===== src/rtl/rttl_params.svh =====
/*
  Register offsets, log ring bounds, reset values and timing constants for the
  time-tag / interrupt-log register group. Assumes inclusion by bare name.
*/
`ifndef RTTL_PARAMS_SVH
`define RTTL_PARAMS_SVH

// ----------------------------------------
// register word offsets
// ----------------------------------------
`define RTTL_OFS_TIME_TAG 4'h8
`define RTTL_OFS_INT_LOG 4'h9
`define RTTL_OFS_MSG_INFO 4'ha
`define RTTL_OFS_HOST_PTR 4'hf

// ----------------------------------------
// reset values and log layout
// ----------------------------------------
`define RTTL_INT_LOG_RESET 16'h0040
`define RTTL_LOG_FIRST 8'h40
`define RTTL_LOG_LAST 8'h5e
`define RTTL_CNT_MAX 8'hff
`define RTTL_HW_SOURCE 16'h0000

// ----------------------------------------
// timing
// ----------------------------------------
`define RTTL_CLK_MHZ 200
`define RTTL_TICK_BASE_US 2
`define RTTL_MIW_DELAY_US 5

`endif


===== src/rtl/rttl_pkg.sv =====
/*
  Types for the time-tag / interrupt-log register group.
  Assumes rttl_params.svh supplies the numeric constants.
*/
package rttl_pkg;

  typedef enum logic [2:0] {
    RTTL_RES_2US,
    RTTL_RES_4US,
    RTTL_RES_8US,
    RTTL_RES_16US,
    RTTL_RES_32US,
    RTTL_RES_64US,
    RTTL_RES_EXT,
    RTTL_RES_EXT2
  } rttl_res_e;

  // host register access
  typedef struct packed {
    logic rd;
    logic wr;
    logic [3:0] addr;
    logic [15:0] wdata;
  } rttl_host_req_s;

  // synchronize mode command from the protocol engine
  typedef struct packed {
    logic no_data;
    logic with_data;
    logic broadcast;
    logic [15:0] data;
  } rttl_sync_s;

  // interrupt log write request and shared ram write port
  typedef struct packed {
    logic valid;
    logic [15:0] type_word;
    logic from_message;
    logic [15:0] source_addr;
  } rttl_int_event_s;

  typedef struct packed {
    logic we;
    logic [15:0] addr;
    logic [15:0] data;
  } rttl_ram_wr_s;

  typedef enum logic [1:0] {
    RTTL_LOG_IDLE,
    RTTL_LOG_TYPE,
    RTTL_LOG_SOURCE
  } rttl_log_e;

endpackage : rttl_pkg


===== src/rtl/rttl_regs.sv =====
/*
  Time-tag counter, interrupt log pointer/count, current message info word
  pointer and serial-host memory pointer, with host read/write port.
  Assumes host strobes, sync commands and interrupt events are synchronous
  to clk; ext_tick is an asynchronous pin and is synchronised here.
*/
// Notes on behaviour
// - free-running 16-bit time-tag; host reads live count, writes ignored.
// - time-tag clears on master reset pin or soft reset command.
// - tick period selected by 3-bit field: 2..64 us or external clock.
// - valid synchronize without data clears the time-tag.
// - host time-tag clear bit clears the counter at any moment.
// - both load option bits one: sync data always loaded into counter.
// - non-broadcast sync-with-data load completes before status starts.
// - both option bits zero: no load, status still sent, host acts.
// - options high-low 01 load sync data only when its bit 0 is zero.
// - options high-low 10 load sync data only when its bit 0 is one.
// - interrupt log register resets to 0x0040 on master reset only.
// - bits 7:0 give even next entry address, 0x40 to 0x5E.
// - bits 15:8 count logged interrupts since last read, stop at 255.
// - host read of interrupt log clears count, pointer untouched.
// - sixteen latest interrupts kept in 32-word ring 0x40..0x5F.
// - each interrupt stores a type word and a source address word.
// - source word is descriptor control word address, or 0 for hardware.
// - after entry at 0x5E/0x5F pointer wraps to 0x40.
// - message info pointer read-only, cleared by master reset only.
// - message info pointer loaded 5 us after message-active rises.
// - serial variant: host memory pointer read/write, master reset clears.
// - parallel variant: pointer writes ignored, reads return zero.
`timescale 1ns/100ps
`include "rttl_params.svh"

module rttl_regs #(
  parameter bit SERIAL_HOST = 1'b1,
  parameter int CLK_MHZ = `RTTL_CLK_MHZ,
  parameter int MIW_DELAY_US = `RTTL_MIW_DELAY_US
) (
  input wire logic clk,
  input wire logic resetn,
  input wire logic soft_reset_command,
  input wire rttl_pkg::rttl_res_e tick_resolution_select,
  input wire logic ext_tick,
  input wire logic tick_counter_clear_bit,
  input wire logic sync_load_option_low,
  input wire logic sync_load_option_high,
  input wire rttl_pkg::rttl_sync_s sync_cmd,
  output logic sync_load_done,
  input wire rttl_pkg::rttl_host_req_s host_req,
  output logic [15:0] host_rdata,
  input wire rttl_pkg::rttl_int_event_s int_event,
  output logic int_event_ready,
  output rttl_pkg::rttl_ram_wr_s ram_wr,
  input wire logic message_active,
  input wire logic [15:0] message_info_addr,
  output logic [15:0] host_memory_pointer
);
  import rttl_pkg::*;

  localparam int US_CYCLES = CLK_MHZ;
  localparam int BASE_CYCLES = `RTTL_TICK_BASE_US * US_CYCLES;
  localparam int MIW_CYCLES = MIW_DELAY_US * US_CYCLES;

  function automatic logic sel_hit(input logic [3:0] a, input logic [3:0] ofs);
    sel_hit = (a == ofs);
  endfunction : sel_hit

  // ----------------------------------------
  // tick generation
  // ----------------------------------------
  logic [9:0] base_cnt_q;
  logic base_tick;
  logic [4:0] div_q;
  logic ext_s1_q, ext_s2_q, ext_s3_q;
  logic tick;

  always_ff @(posedge clk or negedge resetn) begin
    if (!resetn) begin
      base_cnt_q <= 10'h000;
    end else if (base_cnt_q == 10'(BASE_CYCLES - 1)) begin
      base_cnt_q <= 10'h000;
    end else begin
      base_cnt_q <= base_cnt_q + 10'h001;
    end
  end
  assign base_tick = (base_cnt_q == 10'(BASE_CYCLES - 1));

  always_ff @(posedge clk or negedge resetn) begin
    if (!resetn) begin
      div_q <= 5'h00;
    end else if (base_tick) begin
      div_q <= div_q + 5'h01;
    end
  end

  // first flop only feeds second; edge detect reads the synchronised pair
  always_ff @(posedge clk or negedge resetn) begin
    if (!resetn) begin
      ext_s1_q <= 1'b0;
      ext_s2_q <= 1'b0;
      ext_s3_q <= 1'b0;
    end else begin
      ext_s1_q <= ext_tick;
      ext_s2_q <= ext_s1_q;
      ext_s3_q <= ext_s2_q;
    end
  end

  always_comb begin
    case (tick_resolution_select)
      RTTL_RES_2US: tick = base_tick;
      RTTL_RES_4US: tick = base_tick && (div_q[0] == 1'b1);
      RTTL_RES_8US: tick = base_tick && (div_q[1:0] == 2'h3);
      RTTL_RES_16US: tick = base_tick && (div_q[2:0] == 3'h7);
      RTTL_RES_32US: tick = base_tick && (div_q[3:0] == 4'hf);
      RTTL_RES_64US: tick = base_tick && (div_q == 5'h1f);
      default: tick = ext_s2_q && !ext_s3_q;
    endcase
  end

  // ----------------------------------------
  // time-tag counter
  // ----------------------------------------
  logic [15:0] time_tag_q;
  logic sync_load;
  logic [1:0] opt;

  assign opt = {sync_load_option_high, sync_load_option_low};

  always_comb begin
    sync_load = 1'b0;
    if (sync_cmd.with_data) begin
      case (opt)
        2'h3: sync_load = 1'b1;
        2'h1: sync_load = !sync_cmd.data[0];
        2'h2: sync_load = sync_cmd.data[0];
        default: sync_load = 1'b0;
      endcase
    end
  end

  always_ff @(posedge clk or negedge resetn) begin
    if (!resetn) begin
      time_tag_q <= 16'h0000;
    end else if (soft_reset_command) begin
      time_tag_q <= 16'h0000;
    end else if (tick_counter_clear_bit) begin
      time_tag_q <= 16'h0000;
    end else if (sync_cmd.no_data) begin
      time_tag_q <= 16'h0000;
    end else if (sync_load) begin
      time_tag_q <= sync_cmd.data;
    end else if (tick) begin
      time_tag_q <= time_tag_q + 16'h0001;
    end
  end

  // status transmit waits for this, so the load is always in first
  always_ff @(posedge clk or negedge resetn) begin
    if (!resetn) begin
      sync_load_done <= 1'b0;
    end else begin
      sync_load_done <= sync_cmd.with_data && !sync_cmd.broadcast;
    end
  end

  // ----------------------------------------
  // interrupt log
  // ----------------------------------------
  logic [7:0] log_ptr_q;
  logic [7:0] int_cnt_q;
  rttl_log_e log_state_q;
  logic [15:0] src_q;
  logic log_read;
  logic entry_done;

  assign log_read = host_req.rd && sel_hit(host_req.addr, `RTTL_OFS_INT_LOG);
  assign int_event_ready = (log_state_q == RTTL_LOG_IDLE);
  assign entry_done = (log_state_q == RTTL_LOG_SOURCE);

  always_ff @(posedge clk or negedge resetn) begin
    if (!resetn) begin
      log_state_q <= RTTL_LOG_IDLE;
      src_q <= 16'h0000;
      ram_wr <= '0;
    end else begin
      ram_wr.we <= 1'b0;
      case (log_state_q)
        RTTL_LOG_IDLE: begin
          if (int_event.valid) begin
            log_state_q <= RTTL_LOG_TYPE;
            ram_wr <= '{we: 1'b1, addr: {8'h00, log_ptr_q}, data: int_event.type_word};
            src_q <= int_event.from_message ? int_event.source_addr : `RTTL_HW_SOURCE;
          end
        end
        RTTL_LOG_TYPE: begin
          log_state_q <= RTTL_LOG_SOURCE;
          ram_wr <= '{we: 1'b1, addr: {8'h00, log_ptr_q | 8'h01}, data: src_q};
        end
        RTTL_LOG_SOURCE: log_state_q <= RTTL_LOG_IDLE;
        default: log_state_q <= RTTL_LOG_IDLE;
      endcase
    end
  end

  // pointer and count untouched by soft reset
  always_ff @(posedge clk or negedge resetn) begin
    if (!resetn) begin
      log_ptr_q <= 8'(`RTTL_INT_LOG_RESET);
    end else if (entry_done) begin
      log_ptr_q <= (log_ptr_q == `RTTL_LOG_LAST) ? `RTTL_LOG_FIRST : log_ptr_q + 8'h02;
    end
  end

  // an entry finishing in the read cycle counts after the clear
  always_ff @(posedge clk or negedge resetn) begin
    if (!resetn) begin
      int_cnt_q <= 8'h00;
    end else if (log_read) begin
      int_cnt_q <= entry_done ? 8'h01 : 8'h00;
    end else if (entry_done && int_cnt_q != `RTTL_CNT_MAX) begin
      int_cnt_q <= int_cnt_q + 8'h01;
    end
  end

  // ----------------------------------------
  // message info pointer
  // ----------------------------------------
  logic [15:0] msg_info_q;
  logic active_q;
  logic [10:0] miw_cnt_q;
  logic miw_wait_q;

  always_ff @(posedge clk or negedge resetn) begin
    if (!resetn) begin
      active_q <= 1'b0;
      miw_wait_q <= 1'b0;
      miw_cnt_q <= 11'h000;
    end else begin
      active_q <= message_active;
      if (message_active && !active_q) begin
        miw_wait_q <= 1'b1;
        miw_cnt_q <= 11'h000;
      end else if (miw_wait_q) begin
        miw_cnt_q <= miw_cnt_q + 11'h001;
        if (miw_cnt_q == 11'(MIW_CYCLES - 1)) begin
          miw_wait_q <= 1'b0;
        end
      end
    end
  end

  always_ff @(posedge clk or negedge resetn) begin
    if (!resetn) begin
      msg_info_q <= 16'h0000;
    end else if (miw_wait_q && miw_cnt_q == 11'(MIW_CYCLES - 1)) begin
      msg_info_q <= message_info_addr;
    end
  end

  // ----------------------------------------
  // host memory pointer and read mux
  // ----------------------------------------
  always_ff @(posedge clk or negedge resetn) begin
    if (!resetn) begin
      host_memory_pointer <= 16'h0000;
    end else if (SERIAL_HOST && host_req.wr && sel_hit(host_req.addr, `RTTL_OFS_HOST_PTR)) begin
      host_memory_pointer <= host_req.wdata;
    end
  end

  always_ff @(posedge clk or negedge resetn) begin
    if (!resetn) begin
      host_rdata <= 16'h0000;
    end else if (host_req.rd) begin
      case (host_req.addr)
        `RTTL_OFS_TIME_TAG: host_rdata <= time_tag_q;
        `RTTL_OFS_INT_LOG: host_rdata <= {int_cnt_q, log_ptr_q};
        `RTTL_OFS_MSG_INFO: host_rdata <= msg_info_q;
        `RTTL_OFS_HOST_PTR: host_rdata <= SERIAL_HOST ? host_memory_pointer : 16'h0000;
        default: host_rdata <= 16'h0000;
      endcase
    end
  end

endmodule : rttl_regs


===== config.mk =====
export PLATFORM = sky130hd
export DESIGN_NAME = rttl_regs
export DESIGN_NICKNAME = d
export VERILOG_FILES = /design/src/rtl/rttl_pkg.sv /design/src/rtl/rttl_regs.sv
export VERILOG_INCLUDE_DIRS = /design/src /design/src/rtl
export SDC_FILE = /design/constraint.sdc
export NUM_CORES = 1
export LEC_CHECK = 0
export BUFFER_PORTS_ARGS = -buffer_cell sky130_fd_sc_hd__buf_2
export CORE_AREA = 3 3 123 155
export CTS_CLUSTER_DIAMETER = 200
export DETAILED_ROUTE_END_ITERATION = 12
export DIE_AREA = 0 0 126 158
export PLACE_DENSITY = 0.73
export RECOVER_POWER = 100
export SYNTH_ARGS = -nofsm -noshare
export SYNTH_HDL_FRONTEND = slang
export SYNTH_SLANG_ARGS = --single-unit

===== constraint.sdc =====
create_clock -name clk -period 2.35 [get_ports clk]
set_input_delay 0.3525 -clock clk [delete_from_list [all_inputs] [get_ports clk]]
set_output_delay 0.3525 -clock clk [all_outputs]
set_load 0.01 [all_outputs]

; ---- Yosys cells after proc, flatten, opt, wreduce, memory -nomap -nowiden
; Index checks and enable logic that the tools add are counted.
[word_totals]
output_inout_bits = 67
regBits = 163
input_bits = 102
word_cells = 97
[op_classes]
eq_ne = 23
n_mux = 24
reduce_logical = 24
n_addsub = 6
[ops]
columns = cell, n
row1 = two-way mux 16 bit, 6
row2 = case mux 33 bit (2 select lines), 1
row3 = case mux 16 bit (4 select lines), 1
row4 = two-way mux 33 bit, 1
row5 = two-way mux 8 bit, 3
row6 = two-way mux 11 bit, 2
row7 = == test 4 bit (second input constant), 5
row8 = adder 16 x 1 -> 16 bit (second input constant), 1
row9 = logical AND 1 bit, 12
row10 = adder 11 x 1 -> 11 bit (second input constant), 1
row11 = == test 11 x 10 -> 1 bit (second input constant), 1
row12 = adder 10 x 1 -> 10 bit (second input constant), 1
row13 = == test 10 x 9 -> 1 bit (second input constant), 1
row14 = two-way mux 10 bit, 1
row15 = == test 3 bit (second input constant), 3
row16 = adder 8 x 1 -> 8 bit (second input constant), 1
row17 = adder 8 x 2 -> 8 bit (second input constant), 1
row18 = == test 2 bit (second input constant), 4
row19 = == test 8 x 7 -> 1 bit (second input constant), 1
row20 = inequality test 8 bit (second input constant), 1
row21 = == test 3 x 2 -> 1 bit (second input constant), 2
row22 = case mux 1 bit (6 select lines), 1
row23 = nonzero test 2 bit, 3
row24 = adder 5 x 1 -> 5 bit (second input constant), 1
row25 = 13 further kinds, 22

; ---- Logic depth before layout (Yosys ltp)
; Gate-level depths: netlist (run 1).
[logic_depth]
word_depth = 8
mapped_depth = 10
mapped_depth_nobuf = 9

; ---- Least setup slack after synthesis (run 1)
; Ideal clock, no wire load.
[synth_timing]
path_type = register to register
startpoint = register base_cnt_q[4]
endpoint = register time_tag_q[13]
t_required_ps = 2218
period_less_slack_ps = 2260
setup_slack_ps = 90
path_stages_with_launch = 8
arrival_ps = 2129
setup_time_ps = 132
path_buffers = 1
path_cell_list = dfrtp_1 or2_4 nor4_4 o2111ai_4 and2_4 buf_6 o311ai_1 o21ai_1
[synth_via]
elab_chain_len = 4
elab_cells_between_ends = 8
cone_classes = 1 x eq/ne / 1 x mux / 6 x reduce/logical
[synth_lines]
columns = element, line
row1 = "start, declared", rttl_regs.sv:70  ; logic [9:0] base_cnt_q;
row2 = "start signal, assigned", rttl_regs.sv:82  ; base_cnt_q <= base_cnt_q + 10'h001;
row3 = == test 10 x 9 -> 1 bit (*), rttl_regs.sv:85  ; assign base_tick = (base_cnt_q == 10'(BASE_CYCLES - 1));
row4 = "logical AND 1 bit, on equally long branches", --
row5 = case mux 1 bit (6 select lines) (*), rttl_regs.sv:109  ; case (tick_resolution_select)
row6 = nonzero test 5 bit (no line) (*), --
row7 = "end signal, assigned", rttl_regs.sv:151  ; time_tag_q <= sync_cmd.data;
row8 = "end signal, assigned", rttl_regs.sv:153  ; time_tag_q <= time_tag_q + 16'h0001;
row9 = "end, declared", rttl_regs.sv:123  ; logic [15:0] time_tag_q;
; Mark *: on every way between the ends. The rest lies on a longest branch, timed or not.
; A chain may end at the register's enable or synchronous reset.

; ---- Worst setup path in the final report (run 1)
[layout_timing]
startpoint = register base_cnt_q[4]
endpoint = register time_tag_q[11]
; The elaborated chain is that of the path after synthesis.

==> results of run 1 <==
[synth_stat cells, types with 16 or more instances]
| cell type | n | area (µm²) |
|---|---|---|
| nand2_1 | 103 | 387 |
| mux2_2 | 44 | 495 |
| a22oi_1 | 17 | 128 |
| dfrtp_1 | 153 | 3830 |
| a21boi_0 | 16 | 120 |
| nor2_1 | 32 | 120 |
| a21oi_1 | 18 | 90.1 |
| o22ai_1 | 16 | 100 |
| xnor2_1 | 16 | 140 |
| xor2_1 | 18 | 158 |
| o21ai_0 | 16 | 80.1 |
| clkbuf_1 | 26 | 97.6 |
| inv_1 | 20 | 75.1 |
| a222oi_1 | 16 | 160 |
| nand3_1 | 31 | 155 |
[kinds of logic after synthesis]
logic type                 after synthesis  synth area share, %
muxes                                   48                 7.62
other                                    1               0.0534
AOI/OAI and AO/OA                      128                 13.0
buffers and inverters                   57                 3.58
and+or+nand+nor                        225                 15.1
xor gates and xnor gates                34                 4.24
adders and majority gates                9                 1.60
DFF                                    154                 54.9
[layer usage]
metal / part of all wire, % / global-route usage (%)
met4: 3.1 / 8.79
met3: 6.3 / 5.33
met1: 40 / 23.2
met2: 50 / 32.8
met5: 0.22 / 0
[state kept, by name, summed over array words and instances, names as in the netlist, 10 cells and up]
signal               flops
time_tag_q              16
ram_wr                  25
src_q                   16
base_cnt_q              10
host_rdata              16
host_memory_pointer     16
msg_info_q              16
miw_cnt_q               11
[layout by cell type (no fill, tap or decap), types with 17 or more instances in the layout]
master	instances
a21oi_1	18
a22oi_1	17
buf_2	96
clkbuf_1	72
clkbuf_16	17
dfrtp_1	153
inv_1	20
mux2_2	44
nand2_1	103
nand3_1	31
nor2_1	32
o21ai_0	17
xor2_1	18
[path summary, 6_finish.rpt]
kind / from / end / slack (ps) / depth (start not counted)
max: base_cnt_q[4] / time_tag_q[11] / 180 / 6
min: ext_tick / ext_s1_q / 40 / 1
max reg2reg: base_cnt_q[4] / time_tag_q[11] / 180 / 6
min reg2reg: ext_s1_q / ext_s2_q / 350 / 0
max in group asynchronous: resetn / base_cnt_q[0] / 400 / 3
min in group asynchronous: resetn / host_memory_pointer[7] / 730 / 2
[power breakdown]
part	total (mW)	internal (mW)	switching [mW]
Combinational	1.16	0.491	0.666
Sequential	3.46	3.06	0.403
Clock	3.09	2.02	1.07
[critical path, stage by stage, from the launching register on]
cell and delay, ps:
dfrtp_1 430, or2_0 300, nor4_4 360, o2111ai_4 220
and2_4 270, o311ai_0 310, o21ai_0 130
[what timing repair did]
action                     4_1_cts  5_1_grt
hold buffers                     1        0
hold endpoints to repair        43        0
setup endpoints to repair        0        4
resized for setup                0        1
[cell type report]
class	instances	area, µm²
Clock inverter	12	220
Inverter	21	78.8
Fill cell	1706	8860
Sequential cell	154	3850
Timing Repair Buffer	186	878
Tap cell	224	280
Clock buffer	20	447
Multi-Input combinational cell	452	2950
==> results.toml, run 1 <==
[run_status]
outcome = "complete, no violations"

[synthesis]
synth.distinct_cells = 57
synth_seq_cells = 154
synthArstFlopShare_pct = 100
synth-edff-count = 0
syn_inst = 656
yosys_warnings = 0
synth_flop_cell = "dfrtp_1"
avgSynthCellArea_um2 = 10.7
synth_area_um2 = 7020
yosysSeqAreaShare_pct = 54.9

[global_route]
grt_first_pass_wirelength_um = 30400
track_usage_pct = 19.4
grt_pass1_vias = 5720
grt_antenna_before_repair = 3
grt_max_degree = 49
overflow = 0

[critical_path]
cp_data_arrival_time_ps = 2450
worstSetupEndpointType = "flop"
worst_ep_required_time_ps = 2630
crit_fanout = 12
worstSetupPathType = "flop to flop"
start_kind = "flop"

[floorplanning]
start_util_pct = 40.0
core-area_um2 = 17600
die_w_um = 126
ioPinCount = 169
die_y_um = 158
fp.dieArea_um2 = 19900
num_rows = 54

[min_path]
hold_class = "primary input to flop"

[placement]
dp_cells = 1036
gp_congestion = 0.870
placed_area_um2 = 8170
dp_hpwl_um = 14200
dpl_worst_slack_ps = 121
port_buffers = 160

[timing]
finalWorstSetupSlack_ps = 185
fin_worst_skew_ps = 14.6
timing.hold.ws_ps = 38.4
hold_viol_final = 0
fin_crit_sh_pct = 92.1
setup_viol = 0
max_freq_mhz = 462
rsz0062_at_grt = "no"
tightest_slew_ps = 1200
finalSetupTns_ps = 0
drv_slew = 0
min_period_ps = 2170
slew_headroom_pct = 19.8

[route]
wirelength_um = 18900
vias = 5747
drtIter0Drc = 407
dr.pass1.iters = 5
drc = 0
wl_per_cell_um = 17.7
postRouteAntennaNets = 0
routed_via_density = 5.38

[clock_tree]
cts_setup_buffers = 0
cts_tree = "yes"
cts_made_buffers = 17
cts.sinks = 154
cts.clk_slew.worst_paths_ps = 60
cts_max_level = 4
clock_path_buffers = 2
cts_root_buf = "clkbuf_16"
insertion_delay_ps = 420

[finish]
drive_gt1_share_pct = 23.7
n_antenna_cell = 0
layout.cells.non_filler = 1069
nNetsFinal = 943
syn2layout_area_growth_pct = 23.9
utilization_pct = 49.6
final_cell_area_um2 = 8710

[pwr]
p_leak_nw = 4.02
vdd.ir_drop.worst_mv = 0.435
report.power.total_mw = 7.71
pwr_density_cell_nw_per_um2 = 886

[job]
cap_violations = 0
Power figures use the tool's default switching activity.
==> inputs of run 2 (changes only) <==
--- a/config.mk
+++ b/config.mk
@@ -11,7 +11,7 @@
 export CTS_CLUSTER_DIAMETER = 200
 export DETAILED_ROUTE_END_ITERATION = 12
 export DIE_AREA = 0 0 126 158
-export PLACE_DENSITY = 0.73
+export PLACE_DENSITY = 0.71
 export RECOVER_POWER = 100
 export SYNTH_ARGS = -nofsm -noshare
 export SYNTH_HDL_FRONTEND = slang
==> constraint.sdc (replaced) <==
create_clock -name clk -period 2.7 [get_ports clk]
set_input_delay 0.405 -clock clk [delete_from_list [all_inputs] [get_ports clk]]
set_output_delay 0.405 -clock clk [all_outputs]
set_load 0.01 [all_outputs]
==> run 2 against run 1 <==
Effect of this change:
- sequential share of layout area increased by 0.57 points
- sequential power decreased by 14%
- power decreased by 17%
- critical endpoint unchanged
- global-route usage decreased by 0.72 points
- worst hold slack improved by 56 ps
- cell count decreased by 0.75%
- first-iteration DRC count decreased by 4.2%
- count of clock-buffer cells in the layout increased by 1
- fmax decreased by 5.4%
- worst setup slack improved by 230 ps
- highest routed layer unchanged
==> results.toml, run 2 (synthesized netlist as in run 1, its figures left out) <==
[critical_path]
path_buf_inv = 0
r2r_end = "time_tag_q[11]"
worst_ep_required_time_ps = 2990
max_stage_delay_ps = 420
crit_fanout = 12
start_kind = "flop"
worstSetupPathType = "flop to flop"
path_depth = 9
cp_cell_sequence = "ha_1, and3_1, ha_1, nor2b_1, o21ai_0, o2111ai_4, and2_4, o311ai_0, o21ai_0"
rr_worst_depth = 9
reg2reg_from = "div_q[0]"
worstSetupEndpointType = "flop"
critPathTopFamily = "compound AO/OA/AOI/OAI gates"
critPathSlowestCell = "dfrtp_1"
ff2ff_setup_slack_ps = 410
cp_data_arrival_time_ps = 2570

[clock_tree]
cts_max_level = 4
cts_setup_buffers = 0
cts_made_buffers = 17
cts_root_buf = "clkbuf_16"
cts_tree = "yes"
holdBufCountCts = 1
ctsResizeCount = 0
insertion_delay_ps = 420
cts.clk_slew.worst_paths_ps = 60
cts.sinks = 154
clock_path_buffers = 2

[min_path]
hold_class = "primary input to flop"
min_to = "ext_s1_q"
worstHoldStart = "ext_tick"
min_path_cells = 1

[floorplanning]
die_y_um = 158
start_util_pct = 40.0
fp.dieArea_um2 = 19900
num_rows = 54
die_w_um = 126
core-area_um2 = 17600
ioPinCount = 169

[route]
wl_per_cell_um = 17.1
postRouteAntennaNets = 0
drc = 0
routed_via_density = 5.32
wirelength_um = 18100
vias = 5644
dr.pass1.iters = 9
drtIter0Drc = 390

[global_route]
grt_first_pass_wirelength_um = 29400
overflow = 0
grt_antenna_before_repair = 1
grt_max_degree = 52
grt_pass1_vias = 5618
track_usage_pct = 18.7

[finish]
n_antenna_cell = 0
nNetsFinal = 935
drive_gt1_share_pct = 23.2
final_cell_mix = "dfrtp_1, nand2_1, buf_2, clkbuf_1, mux2_2"
syn2layout_area_growth_pct = 22.4
final_common_cell = "dfrtp_1"
final_cell_area_um2 = 8590
multi_input_area_um2 = 2950
regMostFlops = "ram_wr"
utilization_pct = 48.9
largest_reg_flops = 25
seq_area_um2 = 3850
n_fill_cell = 1731

[timing]
fin_crit_sh_pct = 84.8
tightest_slew_ps = 1420
drv_slew = 0
setup_viol = 0
fin_worst_skew_ps = 8.02
max_freq_mhz = 437
min_period_ps = 2290
slew_headroom_pct = 5.10
finalSetupTns_ps = 0
rsz0062_at_grt = "no"
hold_viol_final = 0

[placement]
gp_congestion = 0.835
port_buffers = 160
dp_hpwl_um = 13300
placed_area_um2 = 8110

[pwr]
p_leak_nw = 3.95
report.power.total_mw = 6.43
pwr_density_cell_nw_per_um2 = 748
vdd.ir_drop.worst_mv = 0.397

[run_status]
outcome = "complete, no violations"

[job]
cap_violations = 0
run 2: cell count changes in the layout (fill, tap and decap cells not counted), sizes merged:
cell / delta
buf: -4
bufinv: -3
clkbuf: -3
clkinv: -2
clkinvlp: +3
inv: +1
run 2: area by class of cell:
| type | count | area share (%) |
|---|---|---|
| Clock buffer | 21 | 5.36 |
| Clock inverter | 11 | 1.67 |
| Inverter | 21 | 0.917 |
| Multi-Input combinational cell | 452 | 34.3 |
| Sequential cell | 154 | 44.9 |
| Tap cell | 224 | 3.26 |
| Timing Repair Buffer | 178 | 9.62 |
run 2: worst max-delay path by stage:
stage	from	end	slack [ps]
after global routing	resetn	host_rdata[4]	110
after CTS	div_q[0]	time_tag_q[11]	420
after floorplan	base_cnt_q[4]	time_tag_q[13]	440
after global placement	host_req[16]	host_memory_pointer[2]	490
after detailed placement	host_req[16]	host_memory_pointer[10]	440
final	div_q[0]	time_tag_q[11]	410
run 2: power by group:
group	internal, mW	switching, mW	leakage [nW]
clock	1.50	0.931	0.285
combinational	0.426	0.579	1.68
sequential	2.66	0.332	1.98
total	4.59	1.84	3.95
run 2: layer usage:
metal / wire length (µm) / up-vias / share of wire (%) / GRT usage, %
li1: - / 2658 / - / -
met2: 9000 / 208 / 50 / 31.1
met1: 7410 / 2742 / 41 / 23.0
met3: 1240 / 34 / 6.9 / 5.30
met4: 480 / 2 / 2.6 / 7.77
met5: 17 / - / 0.094 / 0
run 2: stage by stage:
stage	std cells	hold slack (ps)	worst slack [ps]
2_1_floorplan	663	109	440
3_3_place_gp	1028	335	491
3_5_place_dp	1028	339	436
4_1_cts	1061	70.4	422
5_1_grt	1061	78.1	106
6_report	1061	94.4	410
